### src/rtl/slpm_defs.svh
// Offsets, field positions, reset values and bus codes of the strap decode and pin mux block
`ifndef SLPM_DEFS_SVH
`define SLPM_DEFS_SVH

// ==========================================================
// Register indexes (byte address is four times the index)
`define SLPM_IDX_VINV 6'h02
`define SLPM_IDX_PSAVE 6'h03
`define SLPM_IDX_PCFG 6'h10
`define SLPM_IDX_GPIO 6'h11
`define SLPM_IDX_STAT 6'h12

// ==========================================================
// Field positions
`define SLPM_VINV_EN_BIT 1
`define SLPM_PSAVE_SEL_BIT 2
`define SLPM_PCFG_KIND_LSB 0
`define SLPM_PCFG_PWR_BIT 4
`define SLPM_GPIO_OUT_LSB 0
`define SLPM_GPIO_DIR_LSB 8
`define SLPM_STAT_BUS_LSB 0
`define SLPM_STAT_BE_BIT 7
`define SLPM_STAT_STRAP_LSB 8
`define SLPM_STAT_BS_BIT 12
`define SLPM_STAT_GPIN_LSB 16
`define SLPM_STAT_RUN_BIT 24

// ==========================================================
// Reset values
`define SLPM_VINV_RST 8'h00
`define SLPM_PSAVE_RST 8'h00
`define SLPM_PCFG_RST 8'h00
`define SLPM_GPIO_DIR_RST 5'h00
`define SLPM_GPIO_OUT_RST 5'h00

// ==========================================================
// AXI4-Lite response codes
`define SLPM_RESP_OKAY 2'h0
`define SLPM_RESP_SLVERR 2'h2

`endif

### src/rtl/slpm_pkg.sv
// Types of the strap decode and pin mux block
package slpm_pkg;

  // Host bus flavour chosen by the straps, one-hot
  typedef enum logic [6:0] {
    SLPM_HB_NONE       = 7'h01,
    SLPM_HB_SYNC_READY = 7'h02,
    SLPM_HB_SYNC_WAIT  = 7'h04,
    SLPM_HB_ASYNC_ONE  = 7'h08,
    SLPM_HB_ASYNC_TWO  = 7'h10,
    SLPM_HB_GEN_ONE    = 7'h20,
    SLPM_HB_GEN_TWO    = 7'h40
  } slpm_host_bus_t;

  // Panel kind held in the panel configuration register
  typedef enum logic [1:0] {
    SLPM_PK_MONO_PASSIVE  = 2'h0,
    SLPM_PK_COLOR_PASSIVE = 2'h1,
    SLPM_PK_COLOR_SHIFT2  = 2'h2,
    SLPM_PK_ACTIVE        = 2'h3
  } slpm_panel_kind_t;

  // Strap capture sequence, one-hot
  typedef enum logic [1:0] {
    SLPM_ST_CAPTURE = 2'h1,
    SLPM_ST_RUN     = 2'h2
  } slpm_phase_t;

  // Whole state of the block
  typedef struct packed {
    slpm_phase_t st;
    slpm_host_bus_t host_bus;
    logic big_endian;
    logic [3:0] strap_raw;
    logic bs_raw;
    logic [7:0] vinv_reg;
    logic [7:0] psave_reg;
    logic [7:0] pcfg_reg;
    logic [4:0] gpio_dir;
    logic [4:0] gpio_out;
    logic [4:0] gpio_in;
    logic awready;
    logic aw_held;
    logic [7:0] awaddr;
    logic wready;
    logic w_held;
    logic [31:0] wdata;
    logic [3:0] wstrb;
    logic bvalid;
    logic [1:0] bresp;
    logic arready;
    logic rvalid;
    logic [31:0] rdata;
    logic [1:0] rresp;
    logic [7:0] pd_low;
    logic frame;
    logic line;
    logic shift;
    logic ctl;
    logic pwr;
    logic [2:0] mid_o;
    logic [2:0] mid_oe;
    logic top_o;
    logic top_oe;
    logic gp0_o;
    logic gp0_oe;
    logic video_inv;
    logic power_save;
  } slpm_state_t;

endpackage

### src/rtl/slpm_top.sv
// Strap decode, host bus select and LCD pin mux with an AXI4-Lite register slave
// What this block does
// - Straps x000 pick sync ready bus, endian bit3
// - Straps x001 pick sync wait bus, endian bit3
// - Straps 1011 pick first async bus; 0011 reserved
// - Straps 1101 pick second async bus; 0101 reserved
// - Straps x111, bus start low: generic one
// - Straps 0111, bus start high: generic two
// - Mid data pins: active panel data or GPIO
// - Top data pin: data, GPIO or invert input
// - Control pin: display enable or backplane bias
// - Shift2 colour format drives second shift clock
// - Power and panel outputs low during reset
// - Register 03h bit 2 selects power-save pin
// - Register 02h bit 1 enables video invert, except for the active panel kind
// - Reset loads defaults, outputs go inactive
//
// Added by the designer: the AXI4-Lite interface to the registers and the register offsets.
`timescale 1ns/1ps
`include "slpm_defs.svh"

module slpm_top (
  input wire logic sys_clk_i,
  input wire logic rst_n_i,
  // Straps and bus start pin
  input wire logic [3:0] config_straps_i,
  input wire logic bus_start_n_i,
  // Timing generator side
  input wire logic [11:0] panel_data_i,
  input wire logic panel_frame_pulse_i,
  input wire logic panel_line_pulse_i,
  input wire logic panel_shift_clock_i,
  input wire logic panel_second_shift_clock_i,
  input wire logic display_enable_i,
  input wire logic backplane_bias_i,
  // Panel pins
  output logic [7:0] panel_data_low_o,
  input wire logic [2:0] panel_data_mid_i,
  output logic [2:0] panel_data_mid_o,
  output logic [2:0] panel_data_mid_oe_o,
  input wire logic panel_data_top_i,
  output logic panel_data_top_o,
  output logic panel_data_top_oe_o,
  input wire logic gp_io_zero_i,
  output logic gp_io_zero_o,
  output logic gp_io_zero_oe_o,
  output logic panel_frame_pulse_o,
  output logic panel_line_pulse_o,
  output logic panel_shift_clock_o,
  output logic panel_ctl_out_o,
  output logic panel_power_ctl_o,
  // Decoded functions
  output slpm_pkg::slpm_host_bus_t host_bus_o,
  output logic big_endian_o,
  output logic video_invert_o,
  output logic power_save_o,
  // AXI4-Lite slave
  input wire logic [7:0] s_axi_awaddr_i,
  input wire logic s_axi_awvalid_i,
  output logic s_axi_awready_o,
  input wire logic [31:0] s_axi_wdata_i,
  input wire logic [3:0] s_axi_wstrb_i,
  input wire logic s_axi_wvalid_i,
  output logic s_axi_wready_o,
  output logic [1:0] s_axi_bresp_o,
  output logic s_axi_bvalid_o,
  input wire logic s_axi_bready_i,
  input wire logic [7:0] s_axi_araddr_i,
  input wire logic s_axi_arvalid_i,
  output logic s_axi_arready_o,
  output logic [31:0] s_axi_rdata_o,
  output logic [1:0] s_axi_rresp_o,
  output logic s_axi_rvalid_o,
  input wire logic s_axi_rready_i
);

  // ==========================================================
  // State and reset value
  slpm_pkg::slpm_state_t s_q;
  slpm_pkg::slpm_state_t s_d;

  localparam slpm_pkg::slpm_state_t RST_STATE = '{
    st: slpm_pkg::SLPM_ST_CAPTURE,
    host_bus: slpm_pkg::SLPM_HB_NONE,
    vinv_reg: `SLPM_VINV_RST,
    psave_reg: `SLPM_PSAVE_RST,
    pcfg_reg: `SLPM_PCFG_RST,
    gpio_dir: `SLPM_GPIO_DIR_RST,
    gpio_out: `SLPM_GPIO_OUT_RST,
    default: '0
  };

  // ==========================================================
  // Helpers
  // Byte-lane merge of a write word
  function automatic logic [31:0] slpm_merge(input logic [31:0] old_v,
                                             input logic [31:0] new_v,
                                             input logic [3:0] strb);
    logic [31:0] res;
    res = old_v;
    for (int i = 0; i < 4; i++) begin
      if (strb[i]) begin
        res[i*8 +: 8] = new_v[i*8 +: 8];
      end
    end
    return res;
  endfunction

  // Strap code to host bus flavour; reserved codes give none
  function automatic slpm_pkg::slpm_host_bus_t slpm_decode(input logic [3:0] cfg,
                                                           input logic bs_n);
    slpm_pkg::slpm_host_bus_t hb;
    hb = slpm_pkg::SLPM_HB_NONE;
    case (cfg[2:0])
      3'h0: hb = slpm_pkg::SLPM_HB_SYNC_READY;
      3'h1: hb = slpm_pkg::SLPM_HB_SYNC_WAIT;
      3'h3: hb = cfg[3] ? slpm_pkg::SLPM_HB_ASYNC_ONE : slpm_pkg::SLPM_HB_NONE;
      3'h5: hb = cfg[3] ? slpm_pkg::SLPM_HB_ASYNC_TWO : slpm_pkg::SLPM_HB_NONE;
      3'h7: begin
        if (!bs_n) begin
          hb = slpm_pkg::SLPM_HB_GEN_ONE;
        end else if (!cfg[3]) begin
          hb = slpm_pkg::SLPM_HB_GEN_TWO;
        end else begin
          hb = slpm_pkg::SLPM_HB_NONE;
        end
      end
      default: hb = slpm_pkg::SLPM_HB_NONE;
    endcase
    return hb;
  endfunction

  // ==========================================================
  // Next state
  always_comb begin
    logic [31:0] wr_word;
    logic [31:0] rd_word;
    logic rd_hit;
    logic active;
    wr_word = '0;
    rd_word = '0;
    rd_hit = 1'b1;
    s_d = s_q;
    active = (s_q.pcfg_reg[1:0] == slpm_pkg::SLPM_PK_ACTIVE);

    // Strap capture at the first edge after release, then frozen
    case (s_q.st)
      slpm_pkg::SLPM_ST_CAPTURE: begin
        s_d.strap_raw = config_straps_i;
        s_d.bs_raw = bus_start_n_i;
        s_d.host_bus = slpm_decode(config_straps_i, bus_start_n_i);
        s_d.big_endian = config_straps_i[3] &&
                         (s_d.host_bus != slpm_pkg::SLPM_HB_NONE) &&
                         (s_d.host_bus != slpm_pkg::SLPM_HB_GEN_TWO);
        s_d.st = slpm_pkg::SLPM_ST_RUN;
      end
      slpm_pkg::SLPM_ST_RUN: begin
        s_d.st = slpm_pkg::SLPM_ST_RUN;
      end
      default: begin
        s_d.st = slpm_pkg::SLPM_ST_CAPTURE;
      end
    endcase

    // Write address and data are taken in either order
    if (s_q.awready && s_axi_awvalid_i) begin
      s_d.aw_held = 1'b1;
      s_d.awaddr = s_axi_awaddr_i;
    end
    if (s_q.wready && s_axi_wvalid_i) begin
      s_d.w_held = 1'b1;
      s_d.wdata = s_axi_wdata_i;
      s_d.wstrb = s_axi_wstrb_i;
    end
    if (s_q.bvalid && s_axi_bready_i) begin
      s_d.bvalid = 1'b0;
    end

    // Register write once both halves are held and no response waits
    if (s_q.aw_held && s_q.w_held && !s_q.bvalid) begin
      s_d.aw_held = 1'b0;
      s_d.w_held = 1'b0;
      s_d.bvalid = 1'b1;
      s_d.bresp = `SLPM_RESP_OKAY;
      case (s_q.awaddr[7:2])
        `SLPM_IDX_VINV: begin
          wr_word = slpm_merge({24'h000000, s_q.vinv_reg}, s_q.wdata, s_q.wstrb);
          s_d.vinv_reg = wr_word[7:0];
        end
        `SLPM_IDX_PSAVE: begin
          wr_word = slpm_merge({24'h000000, s_q.psave_reg}, s_q.wdata, s_q.wstrb);
          s_d.psave_reg = wr_word[7:0];
        end
        `SLPM_IDX_PCFG: begin
          wr_word = slpm_merge({24'h000000, s_q.pcfg_reg}, s_q.wdata, s_q.wstrb);
          s_d.pcfg_reg = wr_word[7:0];
        end
        `SLPM_IDX_GPIO: begin
          wr_word = slpm_merge({19'h00000, s_q.gpio_dir, 3'h0, s_q.gpio_out},
                               s_q.wdata, s_q.wstrb);
          s_d.gpio_out = wr_word[`SLPM_GPIO_OUT_LSB +: 5];
          s_d.gpio_dir = wr_word[`SLPM_GPIO_DIR_LSB +: 5];
        end
        `SLPM_IDX_STAT: begin
          s_d.bresp = `SLPM_RESP_OKAY; // Read-only, write ignored
        end
        default: begin
          s_d.bresp = `SLPM_RESP_SLVERR;
        end
      endcase
    end
    s_d.awready = !s_d.aw_held;
    s_d.wready = !s_d.w_held;

    // Read decode
    case (s_axi_araddr_i[7:2])
      `SLPM_IDX_VINV: rd_word[7:0] = s_q.vinv_reg;
      `SLPM_IDX_PSAVE: rd_word[7:0] = s_q.psave_reg;
      `SLPM_IDX_PCFG: rd_word[7:0] = s_q.pcfg_reg;
      `SLPM_IDX_GPIO: begin
        rd_word[`SLPM_GPIO_OUT_LSB +: 5] = s_q.gpio_out;
        rd_word[`SLPM_GPIO_DIR_LSB +: 5] = s_q.gpio_dir;
      end
      `SLPM_IDX_STAT: begin
        rd_word[`SLPM_STAT_BUS_LSB +: 7] = s_q.host_bus;
        rd_word[`SLPM_STAT_BE_BIT] = s_q.big_endian;
        rd_word[`SLPM_STAT_STRAP_LSB +: 4] = s_q.strap_raw;
        rd_word[`SLPM_STAT_BS_BIT] = s_q.bs_raw;
        rd_word[`SLPM_STAT_GPIN_LSB +: 5] = s_q.gpio_in;
        rd_word[`SLPM_STAT_RUN_BIT] = (s_q.st == slpm_pkg::SLPM_ST_RUN);
      end
      default: rd_hit = 1'b0;
    endcase

    // Read channel: one read outstanding
    if (s_q.arready && s_axi_arvalid_i) begin
      s_d.rvalid = 1'b1;
      s_d.rdata = rd_word;
      s_d.rresp = rd_hit ? `SLPM_RESP_OKAY : `SLPM_RESP_SLVERR;
    end else if (s_q.rvalid && s_axi_rready_i) begin
      s_d.rvalid = 1'b0;
    end
    s_d.arready = !s_d.rvalid;

    // Pin inputs seen by software
    s_d.gpio_in = {panel_data_top_i, panel_data_mid_i, gp_io_zero_i};

    // Panel pins stay at their reset levels until the straps are taken
    if (s_q.st == slpm_pkg::SLPM_ST_RUN) begin
      s_d.pd_low = panel_data_i[7:0];
      s_d.frame = panel_frame_pulse_i;
      s_d.line = panel_line_pulse_i;
      s_d.shift = panel_shift_clock_i;
      s_d.pwr = s_q.pcfg_reg[`SLPM_PCFG_PWR_BIT];
      // Mid data pins
      if (active) begin
        s_d.mid_oe = 3'h7;
        s_d.mid_o = panel_data_i[10:8];
      end else begin
        s_d.mid_oe = s_q.gpio_dir[3:1];
        s_d.mid_o = s_q.gpio_out[3:1];
      end
      // Top data pin
      s_d.video_inv = 1'b0;
      if (active) begin
        s_d.top_oe = 1'b1;
        s_d.top_o = panel_data_i[11];
      end else if (s_q.vinv_reg[`SLPM_VINV_EN_BIT]) begin
        s_d.top_oe = 1'b0;
        s_d.top_o = 1'b0;
        s_d.video_inv = panel_data_top_i;
      end else begin
        s_d.top_oe = s_q.gpio_dir[4];
        s_d.top_o = s_q.gpio_out[4];
      end
      // Lowest general purpose pin
      if (s_q.psave_reg[`SLPM_PSAVE_SEL_BIT]) begin
        s_d.gp0_oe = 1'b0;
        s_d.gp0_o = 1'b0;
        s_d.power_save = gp_io_zero_i;
      end else begin
        s_d.gp0_oe = s_q.gpio_dir[0];
        s_d.gp0_o = s_q.gpio_out[0];
        s_d.power_save = 1'b0;
      end
      // Panel control pin
      case (s_q.pcfg_reg[1:0])
        slpm_pkg::SLPM_PK_ACTIVE: s_d.ctl = display_enable_i;
        slpm_pkg::SLPM_PK_COLOR_SHIFT2: s_d.ctl = panel_second_shift_clock_i;
        default: s_d.ctl = backplane_bias_i;
      endcase
    end
  end

  // ==========================================================
  // State register; reset forces defaults and inactive pins
  always_ff @(posedge sys_clk_i) begin
    if (!rst_n_i) begin
      s_q <= RST_STATE;
    end else begin
      s_q <= s_d;
    end
  end

  // ==========================================================
  // Outputs
  assign host_bus_o = s_q.host_bus;
  assign big_endian_o = s_q.big_endian;
  assign video_invert_o = s_q.video_inv;
  assign power_save_o = s_q.power_save;
  assign panel_data_low_o = s_q.pd_low;
  assign panel_data_mid_o = s_q.mid_o;
  assign panel_data_mid_oe_o = s_q.mid_oe;
  assign panel_data_top_o = s_q.top_o;
  assign panel_data_top_oe_o = s_q.top_oe;
  assign gp_io_zero_o = s_q.gp0_o;
  assign gp_io_zero_oe_o = s_q.gp0_oe;
  assign panel_frame_pulse_o = s_q.frame;
  assign panel_line_pulse_o = s_q.line;
  assign panel_shift_clock_o = s_q.shift;
  assign panel_ctl_out_o = s_q.ctl;
  assign panel_power_ctl_o = s_q.pwr;
  assign s_axi_awready_o = s_q.awready;
  assign s_axi_wready_o = s_q.wready;
  assign s_axi_bvalid_o = s_q.bvalid;
  assign s_axi_bresp_o = s_q.bresp;
  assign s_axi_arready_o = s_q.arready;
  assign s_axi_rvalid_o = s_q.rvalid;
  assign s_axi_rdata_o = s_q.rdata;
  assign s_axi_rresp_o = s_q.rresp;

  // ==========================================================
  // Assertions
  property p_sync_ready;
    @(posedge sys_clk_i) disable iff (!rst_n_i)
    $rose(rst_n_i) ##0 (config_straps_i[2:0] == 3'h0) |=>
      (host_bus_o == slpm_pkg::SLPM_HB_SYNC_READY) && (big_endian_o == $past(config_straps_i[3]));
  endproperty
  a_sync_ready: assert property (p_sync_ready)
    else $error("sync ready bus not selected");

  property p_sync_wait;
    @(posedge sys_clk_i) disable iff (!rst_n_i)
    $rose(rst_n_i) ##0 (config_straps_i[2:0] == 3'h1) |=>
      (host_bus_o == slpm_pkg::SLPM_HB_SYNC_WAIT) && (big_endian_o == $past(config_straps_i[3]));
  endproperty
  a_sync_wait: assert property (p_sync_wait)
    else $error("sync wait bus not selected");

  property p_async_one;
    @(posedge sys_clk_i) disable iff (!rst_n_i)
    $rose(rst_n_i) ##0 (config_straps_i == 4'hB) |=>
      (host_bus_o == slpm_pkg::SLPM_HB_ASYNC_ONE) && big_endian_o;
  endproperty
  a_async_one: assert property (p_async_one)
    else $error("first async bus not selected");

  property p_gen_one;
    @(posedge sys_clk_i) disable iff (!rst_n_i)
    $rose(rst_n_i) ##0 (config_straps_i[2:0] == 3'h7) && !bus_start_n_i |=>
      (host_bus_o == slpm_pkg::SLPM_HB_GEN_ONE) && (big_endian_o == $past(config_straps_i[3]));
  endproperty
  a_gen_one: assert property (p_gen_one)
    else $error("generic one bus not selected");

  property p_gen_two;
    @(posedge sys_clk_i) disable iff (!rst_n_i)
    $rose(rst_n_i) ##0 (config_straps_i == 4'h7) && bus_start_n_i |=>
      (host_bus_o == slpm_pkg::SLPM_HB_GEN_TWO) && !big_endian_o;
  endproperty
  a_gen_two: assert property (p_gen_two)
    else $error("generic two bus not selected");

  property p_bus_frozen;
    @(posedge sys_clk_i) disable iff (!rst_n_i)
    (s_q.st == slpm_pkg::SLPM_ST_RUN) |=> $stable(host_bus_o) && $stable(big_endian_o);
  endproperty
  a_bus_frozen: assert property (p_bus_frozen)
    else $error("host bus changed after capture");

  property p_release_quiet;
    @(posedge sys_clk_i) disable iff (!rst_n_i)
    $rose(rst_n_i) |-> !panel_power_ctl_o && (panel_data_low_o == 8'h00) &&
      (panel_data_mid_oe_o == 3'h0) && !panel_data_top_oe_o && !gp_io_zero_oe_o;
  endproperty
  a_release_quiet: assert property (p_release_quiet)
    else $error("output active straight after reset");

  property p_ctl_active;
    @(posedge sys_clk_i) disable iff (!rst_n_i)
    (s_q.st == slpm_pkg::SLPM_ST_RUN) && (s_q.pcfg_reg[1:0] == 2'h3) |=>
      (panel_ctl_out_o == $past(display_enable_i)) && (panel_data_mid_oe_o == 3'h7);
  endproperty
  a_ctl_active: assert property (p_ctl_active)
    else $error("active panel control pin wrong");

  property p_ctl_shift2;
    @(posedge sys_clk_i) disable iff (!rst_n_i)
    (s_q.st == slpm_pkg::SLPM_ST_RUN) && (s_q.pcfg_reg[1:0] == 2'h2) |=>
      panel_ctl_out_o == $past(panel_second_shift_clock_i);
  endproperty
  a_ctl_shift2: assert property (p_ctl_shift2)
    else $error("second shift clock not on control pin");

  property p_psave;
    @(posedge sys_clk_i) disable iff (!rst_n_i)
    (s_q.st == slpm_pkg::SLPM_ST_RUN) && s_q.psave_reg[2] |=>
      !gp_io_zero_oe_o && (power_save_o == $past(gp_io_zero_i));
  endproperty
  a_psave: assert property (p_psave)
    else $error("power save pin not an input");

  property p_vinv;
    @(posedge sys_clk_i) disable iff (!rst_n_i)
    (s_q.st == slpm_pkg::SLPM_ST_RUN) && s_q.vinv_reg[1] && (s_q.pcfg_reg[1:0] != 2'h3) |=>
      !panel_data_top_oe_o && (video_invert_o == $past(panel_data_top_i));
  endproperty
  a_vinv: assert property (p_vinv)
    else $error("video invert input not followed");

endmodule // slpm_top

### config.mk
export PLATFORM = sky130hd
export DESIGN_NAME = slpm_top
export DESIGN_NICKNAME = d
export VERILOG_FILES = /design/src/rtl/slpm_pkg.sv /design/src/rtl/slpm_top.sv
export VERILOG_INCLUDE_DIRS = /design/src /design/src/rtl
export SDC_FILE = /design/constraint.sdc
export NUM_CORES = 1
export LEC_CHECK = 0
export BUFFER_PORTS_ARGS = -buffer_cell sky130_fd_sc_hd__buf_2
export CAP_MARGIN = 20
export CORE_UTILIZATION = 51
export DETAILED_ROUTE_END_ITERATION = 7
export PLACE_DENSITY = 0.79
export SYNTH_ARGS = -nofsm -noshare
export SYNTH_HDL_FRONTEND = slang
export SYNTH_SLANG_ARGS = --single-unit
export TNS_END_PERCENT = 30
### constraint.sdc
create_clock -name sys_clk_i -period 2.45 [get_ports sys_clk_i]
set_clock_uncertainty 0.2 [all_clocks]
set_input_delay 0.49 -clock sys_clk_i [delete_from_list [all_inputs] [get_ports sys_clk_i]]
set_output_delay 0.49 -clock sys_clk_i [all_outputs]
set_load 0.05 [all_outputs]
* After elaboration in Yosys (flattened, before gate mapping) *
Index checks and enable logic that the tools add are counted.

word-level totals
  input bits = 87
  memory bits (writable) = 0
  output and inout bits = 74
  flip-flop bits (word level) = 153
  memories kept = 0
  latch bits = 0
  bits in read-only memories = 0
  logic and storage cells = 112

operators by class
  multiply operators = 0
  divide/modulo/power cells = 0
  shift-type cells = 0
  mux-type cells = 31
  reductions and logical operators = 23
  $add $sub $neg = 0
  magnitude comparators = 0
  bitwise operators = 0
  eq/ne operators = 20

operators with widths
  operator            count
  $mux 37             1
  $eq 6x5->1 const B  6
  $pmux 7 s5          1
  $pmux 5 s5          1
  $eq 6x2->1 const B  4
  $mux 7              3
  $reduce_and 3->1    5
  $mux 2              6
  $pmux 3 s4          1
  $mux 1              10
  $mux 5              2
  $pmux 5 s2          1
  $reduce_or 5->1     2
  $logic_and 1x1->1   9
  $mux 9              1
  $ne 7x1->1 const B  1
  $ne 7x7->1 const B  1
  $eq 2x2->1 const B  3
  $eq 3x3->1 const B  2
  $mux 6              1
  $logic_not 1->1     4
  $mux 4              1
  $eq 3x1->1 const B  1
  $eq 3x2->1 const B  1
  other kinds (6)     6

* Depth between registers and ports, before layout *
Gate-level depths: netlist (run 1).

  depth in word-level cells = 7
  gate-level depth with buffers = 7
  mapped depth without buffers = 6

* Worst setup path after synthesis (run 1) *
Ideal clock, no wire load.

  path type = register to register
  from = register s_q, in the netlist s_axi_bvalid_o
  to = register s_q[150] in the netlist's numbering
  path slack = 0.559 ns
  required time = 2.121 ns
  data arrival time = 1.562 ns
  library setup time = 0.129 ns
  buffers on the path = 2
  clock period less this slack = 1.891 ns
  stages on the path, launching flop included = 6
  cell sequence = dfxtp_1 -> and3b_1 -> buf_2 -> nand4_1 -> clkbuf_1 -> o21ai_0

between the ends
  longest elaborated chain between the ends = 3

RTL lines
  what                        line             source
  from (decl)                 slpm_top.sv:79   slpm_pkg::slpm_state_t s_q;
  from (signal assigned)      slpm_top.sv:299  s_q <= RST_STATE;
  from (signal assigned)      slpm_top.sv:301  s_q <= s_d;
  $logic_not 1->1             slpm_top.sv:180  if (s_q.aw_held && s_q.w_held && !s_q.bvalid) begin
  $logic_and 1x1->1           slpm_top.sv:180
  $reduce_and 3->1 (no line)  n/a

Every way passes these cells.
A chain may end at the register's enable or synchronous reset.

* Worst setup path after layout (run 1) *
  from = register s_q[165] in the netlist's numbering
  to = register s_q, in the netlist host_bus_o[1]

between the ends
  longest elaborated chain between the ends = 1

RTL lines
  what        line             source
  $eq 2x1->1  slpm_top.sv:147  case (s_q.st)

Every way passes these cells.

==> results of run 1 <==
registers in the layout (all words and copies together) (netlist names), 3 cells and up:
register,cells
panel_data_low_o,8
panel_data_mid_oe_o,3
s_axi_rdata_o,19
panel_data_mid_o,3
s_q,69
host_bus_o,7
per-stage QoR:
step / instances / worst slack [ns] / hold WS (ns) / util
CTS: 849 / 0.430 / 0.00181 / 0.639
floorplan: 634 / 0.559 / 0.232 / -
detailed placement: 799 / 0.191 / 0.242 / 0.556
finish: 849 / 0.418 / 0.0130 / 0.639
global placement: 799 / 0.338 / 0.236 / 0.556
global route: 849 / 0.216 / 0.00457 / 0.639
synth_stat cells (all sizes together) (6+ instances only):
library cell  count  share of area
mux2i            35          0.065
a221oi           10          0.016
dfxtp           128           0.47
nand3            41          0.038
buf              66          0.088
and2              8         0.0093
nand4             6         0.0070
nand2            71          0.049
nor2             62          0.044
o21ai            40          0.037
nand2b            9          0.010
clkbuf           33          0.023
a21oi            51          0.047
mux2             10          0.021
cell usage in the layout (no fill, tap or decap), types with 4 or more instances in the layout:
cell,count
sky130_fd_sc_hd__nand4_1,6
sky130_fd_sc_hd__clkbuf_16,16
sky130_fd_sc_hd__buf_4,6
sky130_fd_sc_hd__dlygate4sd3_1,18
sky130_fd_sc_hd__inv_1,4
sky130_fd_sc_hd__mux2_2,10
sky130_fd_sc_hd__and2_1,8
sky130_fd_sc_hd__mux2i_1,35
sky130_fd_sc_hd__nand3_1,41
sky130_fd_sc_hd__bufinv_16,6
sky130_fd_sc_hd__buf_2,120
sky130_fd_sc_hd__conb_1,15
sky130_fd_sc_hd__o21ai_0,40
sky130_fd_sc_hd__a221oi_1,10
sky130_fd_sc_hd__nand2_1,71
sky130_fd_sc_hd__a311oi_1,4
sky130_fd_sc_hd__a21oi_1,51
sky130_fd_sc_hd__o22ai_1,5
sky130_fd_sc_hd__nand2b_1,9
sky130_fd_sc_hd__nor2_1,61
sky130_fd_sc_hd__dfxtp_1,128
tightest hold or removal path, stage by stage:
cell and delay, ns:
sky130_fd_sc_hd__buf_2 0.10, sky130_fd_sc_hd__nand2_1 0.05, sky130_fd_sc_hd__a21oi_1 0.05
power breakdown:
group,switching [mW],internal (mW),total (mW)
Clock,0.919,1.91,2.83
Combinational,0.758,0.319,1.08
Sequential,0.0940,2.24,2.33
Total,1.77,4.47,6.24
cell families after synthesis:
logic type | after synthesis | share of synthesized area
AND/OR/NAND/NOR | 221 | 0.194
flip-flops | 128 | 0.475
AO/OA/AOI/OAI | 118 | 0.125
buffers and inverters | 105 | 0.115
multiplexers | 45 | 0.0857
adder cells (fa/ha/maj) | 2 | 0.00463
other | 1 | 0.000694
worst min path at each step:
stage	end	slack, ns	cells past startpoint
5_1_grt	panel_data_low_o[1]	0.005	3
2_1_floorplan	s_axi_rresp_o[1]	0.23	2
6_report	s_q[64]	0.01	3
4_1_cts	s_q[64]	0.002	3
3_3_place_gp	s_axi_rdata_o[18]	0.24	2
3_5_place_dp	s_axi_rdata_o[17]	0.24	2
routing by layer:
| layer | up-vias | GRT usage | wire length (um) |
|---|---|---|---|
| met5 | - | 0 | 0 |
| met4 | 0 | 0.103 | 295 |
| met3 | 30 | 0.0530 | 777 |
| met2 | 175 | 0.417 | 6410 |
| met1 | 2120 | 0.282 | 5400 |
| li1 | 2225 | - | - |
final cells by class:
type	instances	area (um2)
tap	136	170
multi-input combinational	401	2270
timing repair buffer	146	866
sequential	128	2560
inverter	6	22.5
fill	865	3710
clock buffer	19	442
clock inverter	13	234
==> results.md, run 1 <==
* Category of the worst setup path capture point: flip-flop
* Clock tree from TritonCTS: built
* PostCTS Resize Cnt at 0
* Clock edge transition at the registers on the reported setup and hold paths at approximately 0.06 ns
* Count of buffer and inverter cells on the critical path at 2
* Number of pins exceeding their max-slew limit in the final report at 0
* Total detailed-routing wirelength at 12.9 mm
* Synthesized area at between 5000 and 6000 um2
* Critical path data arrival time at 2.29 ns
* Wire length of the first global-routing pass at 20.6 mm
* Asr flop ratio synth at 0
* CP top delay family: adder cells
* Drt via density at 5.36
* Worst-path maximum fanout at 12
* Port Buffers at 120
* Proportion of layout cells with a drive suffix above 1 at 0.247
* Type of the most critical hold path: in -> reg
* Total number of vias at 4550
* Post-route antenna net violation count at 0
* Portion of the post-synthesis area used by sequential elements at 0.475
* Area overhead of the layout relative to synthesis at 21.6%
* Setup repair bufs after CTS at 0
* Number of enable flip-flop cells after synthesis at 0
* Synthesized area per cell at 8.71 um2
* Floorplan die height at 105 um
* Least-Margin Pin Slew at 0.639 ns
* Final Net Count at just under 800
* Post-CTS Hold Buffers at 18
* Horizontal extent of the die at approximately 100 um
* Core outline area at 10300 um2
* Initial core utilization at 0.525
* Minimum clock period after layout at 2.03 ns
* Deepest clock path buffer count at 2
* Diode insertion count for antenna repair at 0
* Final weighted congestion in routability-driven placement at approximately 0.86
* Relative max-transition margin at 0.574
* Worst-case vdd ir drop at 0.422 mV
* Power per cell area at ~950 nW/um2
* Capture point of the worst reg-to-reg path: host_bus_o[1]
* Synthesized instance count at 620
* Primary flip-flop cell chosen by synthesis mapping: sky130_fd_sc_hd__dfxtp_1
* Routed wire length per instance at approximately 15 um
* Instance count on the critical path at 6
* Count of synthesis-stage warnings from yosys at 0
* Iteration-0 DRC Markers at 256
* Non-Filler Cell Area, Final at between 6000 and 7000 um2
* Sinks on Clock Net at 128
* DRT Pass-1 Iters at 5
* Termination of the worst setup path: host_bus_o[1]
* Worst-skew pair later-pin latency at 0.52 ns
* Kind of critical path: reg -> reg
* CP cell instances: inv_1 -> ha_1 -> clkinv_1 -> nor4_1 -> a21oi_1 -> nor2_1
* Number of max-capacitance violations reported at 0
* Core Rows at 37
* Critical path required time at 2.71 ns
* Run status: completed
* Master of the slowest instance on the critical path: sky130_fd_sc_hd__ha_1
* Register bit count reported by yosys at 128
* Number of remaining DRC errors at 0
* Worst Min Path Start: s_axi_wstrb_i[0]
* Number of top-level pins at 161
* Lkg Pwr at 2.79 nW
* Number of failing hold endpoints at the final stage at 0
* Worst R2R Path Depth at 6
* H-Tree Depth at 4
* PnR Total Power at 6.24 mW
* Number of distinct library cells after synthesis at 43
* Unrepaired setup endpoints after global routing: false
* Slack of the worst reg-to-reg path at 0.42 ns
* Total negative slack at 0 ns
* Kind of start point of the critical path: flip-flop
* Reg-to-reg critical path startpoint: s_q[165]
* Maximum frequency from static timing analysis at 492 MHz
* Max stage delay on crit path at 0.49 ns
* Number of antenna violations at the first check in global routing at 0
* All-Layer GR Usage at 0.239
* Vias in the first global route at 4318
* Maximum number of pins on one net before global-route repair at 44
* Gr ovfl total at 0
* CTS Root Buffer Type: sky130_fd_sc_hd__clkbuf_8
* Final setup vio count at 0
* Number of clock buffers inserted by TritonCTS at 17
* Sum of net half-perimeters after detailed placement at 8.70 mm
* Area enclosed by the die boundary at 11000 um2
* Post-place instance area at 5710 um2
* Final worst path period share at 0.829
* Timing startpoint of the critical path: s_q[165]
No activity file was read; power rests on OpenSTA's default activity.
==> run 2, diff against run 1 <==
--- a/config.mk
+++ b/config.mk
@@ -6,11 +6,12 @@
 export SDC_FILE = /design/constraint.sdc
 export NUM_CORES = 1
 export LEC_CHECK = 0
+export ABC_AREA = 1
 export BUFFER_PORTS_ARGS = -buffer_cell sky130_fd_sc_hd__buf_2
 export CAP_MARGIN = 20
-export CORE_UTILIZATION = 51
+export CORE_UTILIZATION = 52
 export DETAILED_ROUTE_END_ITERATION = 7
-export PLACE_DENSITY = 0.79
+export PLACE_DENSITY = 0.8
 export SYNTH_ARGS = -nofsm -noshare
 export SYNTH_HDL_FRONTEND = slang
 export SYNTH_SLANG_ARGS = --single-unit
==> constraint.sdc (replaced) <==
create_clock -name sys_clk_i -period 2 [get_ports sys_clk_i]
set_clock_uncertainty 0.2 [all_clocks]
set_input_delay 0.4 -clock sys_clk_i [delete_from_list [all_inputs] [get_ports sys_clk_i]]
set_output_delay 0.4 -clock sys_clk_i [all_outputs]
set_load 0.05 [all_outputs]
==> run 2 against run 1 <==
First-iteration DRC count rose by 8.2%. Critical path depth is 5 lower. Cell count rose by 19%. Clock-buffer cell count rose by 1. Sequential share of layout area decreased by 1.9 points. Final area grew 5.2%. Via count rose by 11%. Core utilization rose by 3.0 points. Combinational power is 70% higher. Hold slack gained 0.0029 ns.
==> results.md, run 2 <==
* Run status: completed
* Number of pins exceeding their max-slew limit in the final report at 0
* Post-Route Utilization at 0.669
* Total negative slack at 0 ns
* Total number of vias at 5057
* Final weighted congestion in routability-driven placement at 0.785
* Sum of net half-perimeters after detailed placement at 8.69 mm
* Area overhead of the layout relative to synthesis at 24.6%
* Kind of critical path: reg -> out
* Master of the slowest instance on the critical path: sky130_fd_sc_hd__dfxtp_1
* Crit path setup slack, layout at 0.0953 ns
* Leading cell types in the layout, fill and taps excluded: 135 x sky130_fd_sc_hd__nor2_1, 128 x sky130_fd_sc_hd__dfxtp_1, 120 x sky130_fd_sc_hd__buf_2
* Power per cell area at 1110 nW/um2
* Final Net Count at 953
* Cell taking the most area after synthesis: sky130_fd_sc_hd__dfxtp_1
* Number of distinct library cells after synthesis at 32
* Unrepaired setup endpoints after global routing: false
* Initial core utilization at 0.537
* CTS Root Buffer Type: sky130_fd_sc_hd__clkbuf_8
* Final-layout fill cell count at a little under 900
* Number of antenna violations at the first check in global routing at 0
* Portion of the post-synthesis area used by sequential elements at 0.462
* Asr flop ratio synth at 0
* Wire length of the first global-routing pass at around 22 mm
* DRT Pass-1 Iters at 5
* Dominant cells by area after synthesis: sky130_fd_sc_hd__dfxtp_1 46%, sky130_fd_sc_hd__nor2_1 9.1%, sky130_fd_sc_hd__o21ai_0 8.0%, sky130_fd_sc_hd__buf_4 7.9%, sky130_fd_sc_hd__a21oi_1 6.9%
* Register bit count reported by yosys at 128
* Number of max-capacitance violations reported at 0
* Number of top-level pins at around 160
* CP cell instances: buf_2
* Drt via density at 5.00
* Proportion of layout cells with a drive suffix above 1 at 0.210
* Footprint of the multi-input gates at around 2200 um2
* Primary flip-flop cell chosen by synthesis mapping: sky130_fd_sc_hd__dfxtp_1
* Vias in the first global route at 4655
* Synthesized area per cell at between 7 and 8 um2
* Sequential cell area at 2560 um2
* Horizontal extent of the die at 105 um
* Synthesized instance count at 742
* Worst-skew pair later-pin latency at 0.51 ns
* Sinks on Clock Net at between 100 and 150
* Minimum clock period after layout at 1.90 ns
* Core Rows at 37
* Routed wire length per instance at 13.1 um
* Type of the most critical hold path: in -> reg
* All-Layer GR Usage at 0.245
* Area share of the leading cell type in the synthesized netlist at 0.462
* Category of the worst setup path capture point: output port
* Worst-case vdd ir drop at 0.525 mV
* Port Buffers at 120
* Critical path data arrival time at 1.30 ns
* Gr ovfl total at 0
* Lkg Pwr at roughly 3.1 nW
* Synthesized area at 5550 um2
* Most frequent standard cell in the layout excluding fill and tap cells: sky130_fd_sc_hd__nor2_1
* H-Tree Depth at 4
* Count of synthesis-stage warnings from yosys at 0
* Count of buffer and inverter cells on the critical path at 1
* Max stage delay on crit path at 0.47 ns
* Post-route antenna net violation count at 0
* CP top delay family: flip-flops
* Worst-path maximum fanout at 3
* Setup repair bufs after CTS at 0
* Clock tree from TritonCTS: built
* Deepest clock path buffer count at 2
* Area enclosed by the die boundary at ~11000 um2
* Clock edge transition at the registers on the reported setup and hold paths at 0.06 ns
* Floorplan die height at 105 um
* Leading cell type by number of instances after synthesis: sky130_fd_sc_hd__nor2_1
* Iteration-0 DRC Markers at 277
* Number of clock buffers inserted by TritonCTS at 17
* Final setup vio count at 0
* Number of failing hold endpoints at the final stage at 0
* Diode insertion count for antenna repair at 0
* Final worst path period share at 0.952
* Critical path required time at 1.40 ns
* Top post-synthesis cells by count: 135 x sky130_fd_sc_hd__nor2_1, 128 x sky130_fd_sc_hd__dfxtp_1, 89 x sky130_fd_sc_hd__o21ai_0
* Kind of start point of the critical path: flip-flop
* Pre-CTS setup slack at 0.197 ns
* Total detailed-routing wirelength at 13.2 mm
* Core outline area at 10300 um2
* Number of remaining DRC errors at 0
* Maximum frequency from static timing analysis at 525 MHz
* Register with the highest flop count: s_q
* Maximum number of pins on one net before global-route repair at 36
* Max FFs per register at 69
* Number of enable flip-flop cells after synthesis at 0
-- run 2: worst paths after layout --
| path | cells after the start | to | slack, ns | startpoint |
|---|---|---|---|---|
| hold / removal | 5 | panel_data_mid_o[2] | 0.02 | panel_data_i[10] |
| setup reg to reg | 7 | panel_ctl_out_o | 0.11 | s_q[164] |
| setup / recovery | 1 | s_axi_bvalid_o | 0.1 | s_axi_bvalid_o |
| hold reg to reg | 2 | s_axi_rdata_o[20] | 0.24 | s_q[116] |
-- run 2: cells by family (layout without fill, tap and decap cells) --
logic type | Yosys count | after routing | share of synthesized area
AOI/OAI and AO/OA | 183 | 183 | 0.171
other | 1 | 15 | 0.000676
adders and majority gates | 2 | 2 | 0.00451
DFF | 128 | 128 | 0.462
buffers and inverters | 170 | 290 | 0.159
and+or+nand+nor | 258 | 258 | 0.203
-- run 2: layout make-up --
type                       instances  share of cell area
clock buffer                      20              0.0630
clock inverter                    11              0.0168
inverter                          81              0.0440
multi-input combinational        458               0.312
sequential                       128               0.371
tap                              136              0.0246
timing repair buffer             178               0.168
-- run 2: routing by layer --
metal	vias up	track usage	part of all wire
met5	-	0	0
met4	0	0.103	0.027
li1	2559	-	-
met3	32	0.0526	0.054
met1	2287	0.303	0.44
met2	179	0.412	0.48
-- run 2: power breakdown --
part / internal [mW] / total, mW / switching [mW]
logic: 0.488 / 1.84 / 1.35
registers: 2.84 / 3.00 / 0.154
clock network: 1.79 / 2.86 / 1.08
-- run 2: metrics by stage --
stage                     cells  power [mW]  instance area [um2]  hold slack (ns)
after CTS                  1012        7.69                 6900          0.00230
after floorplan             756        4.55                 5600            0.223
after global placement      938        4.75                 5920            0.227
after global routing       1012        7.99                 6910           0.0153
final                      1012        7.70                 6910           0.0159
after detailed placement    938        4.77                 5920            0.235
-- run 2: repair_timing --
action,in CTS,in global routing
gates resized for setup,0,4
endpoints found under the hold margin,44,0
endpoints found under the setup margin,0,1
hold buffers,43,0
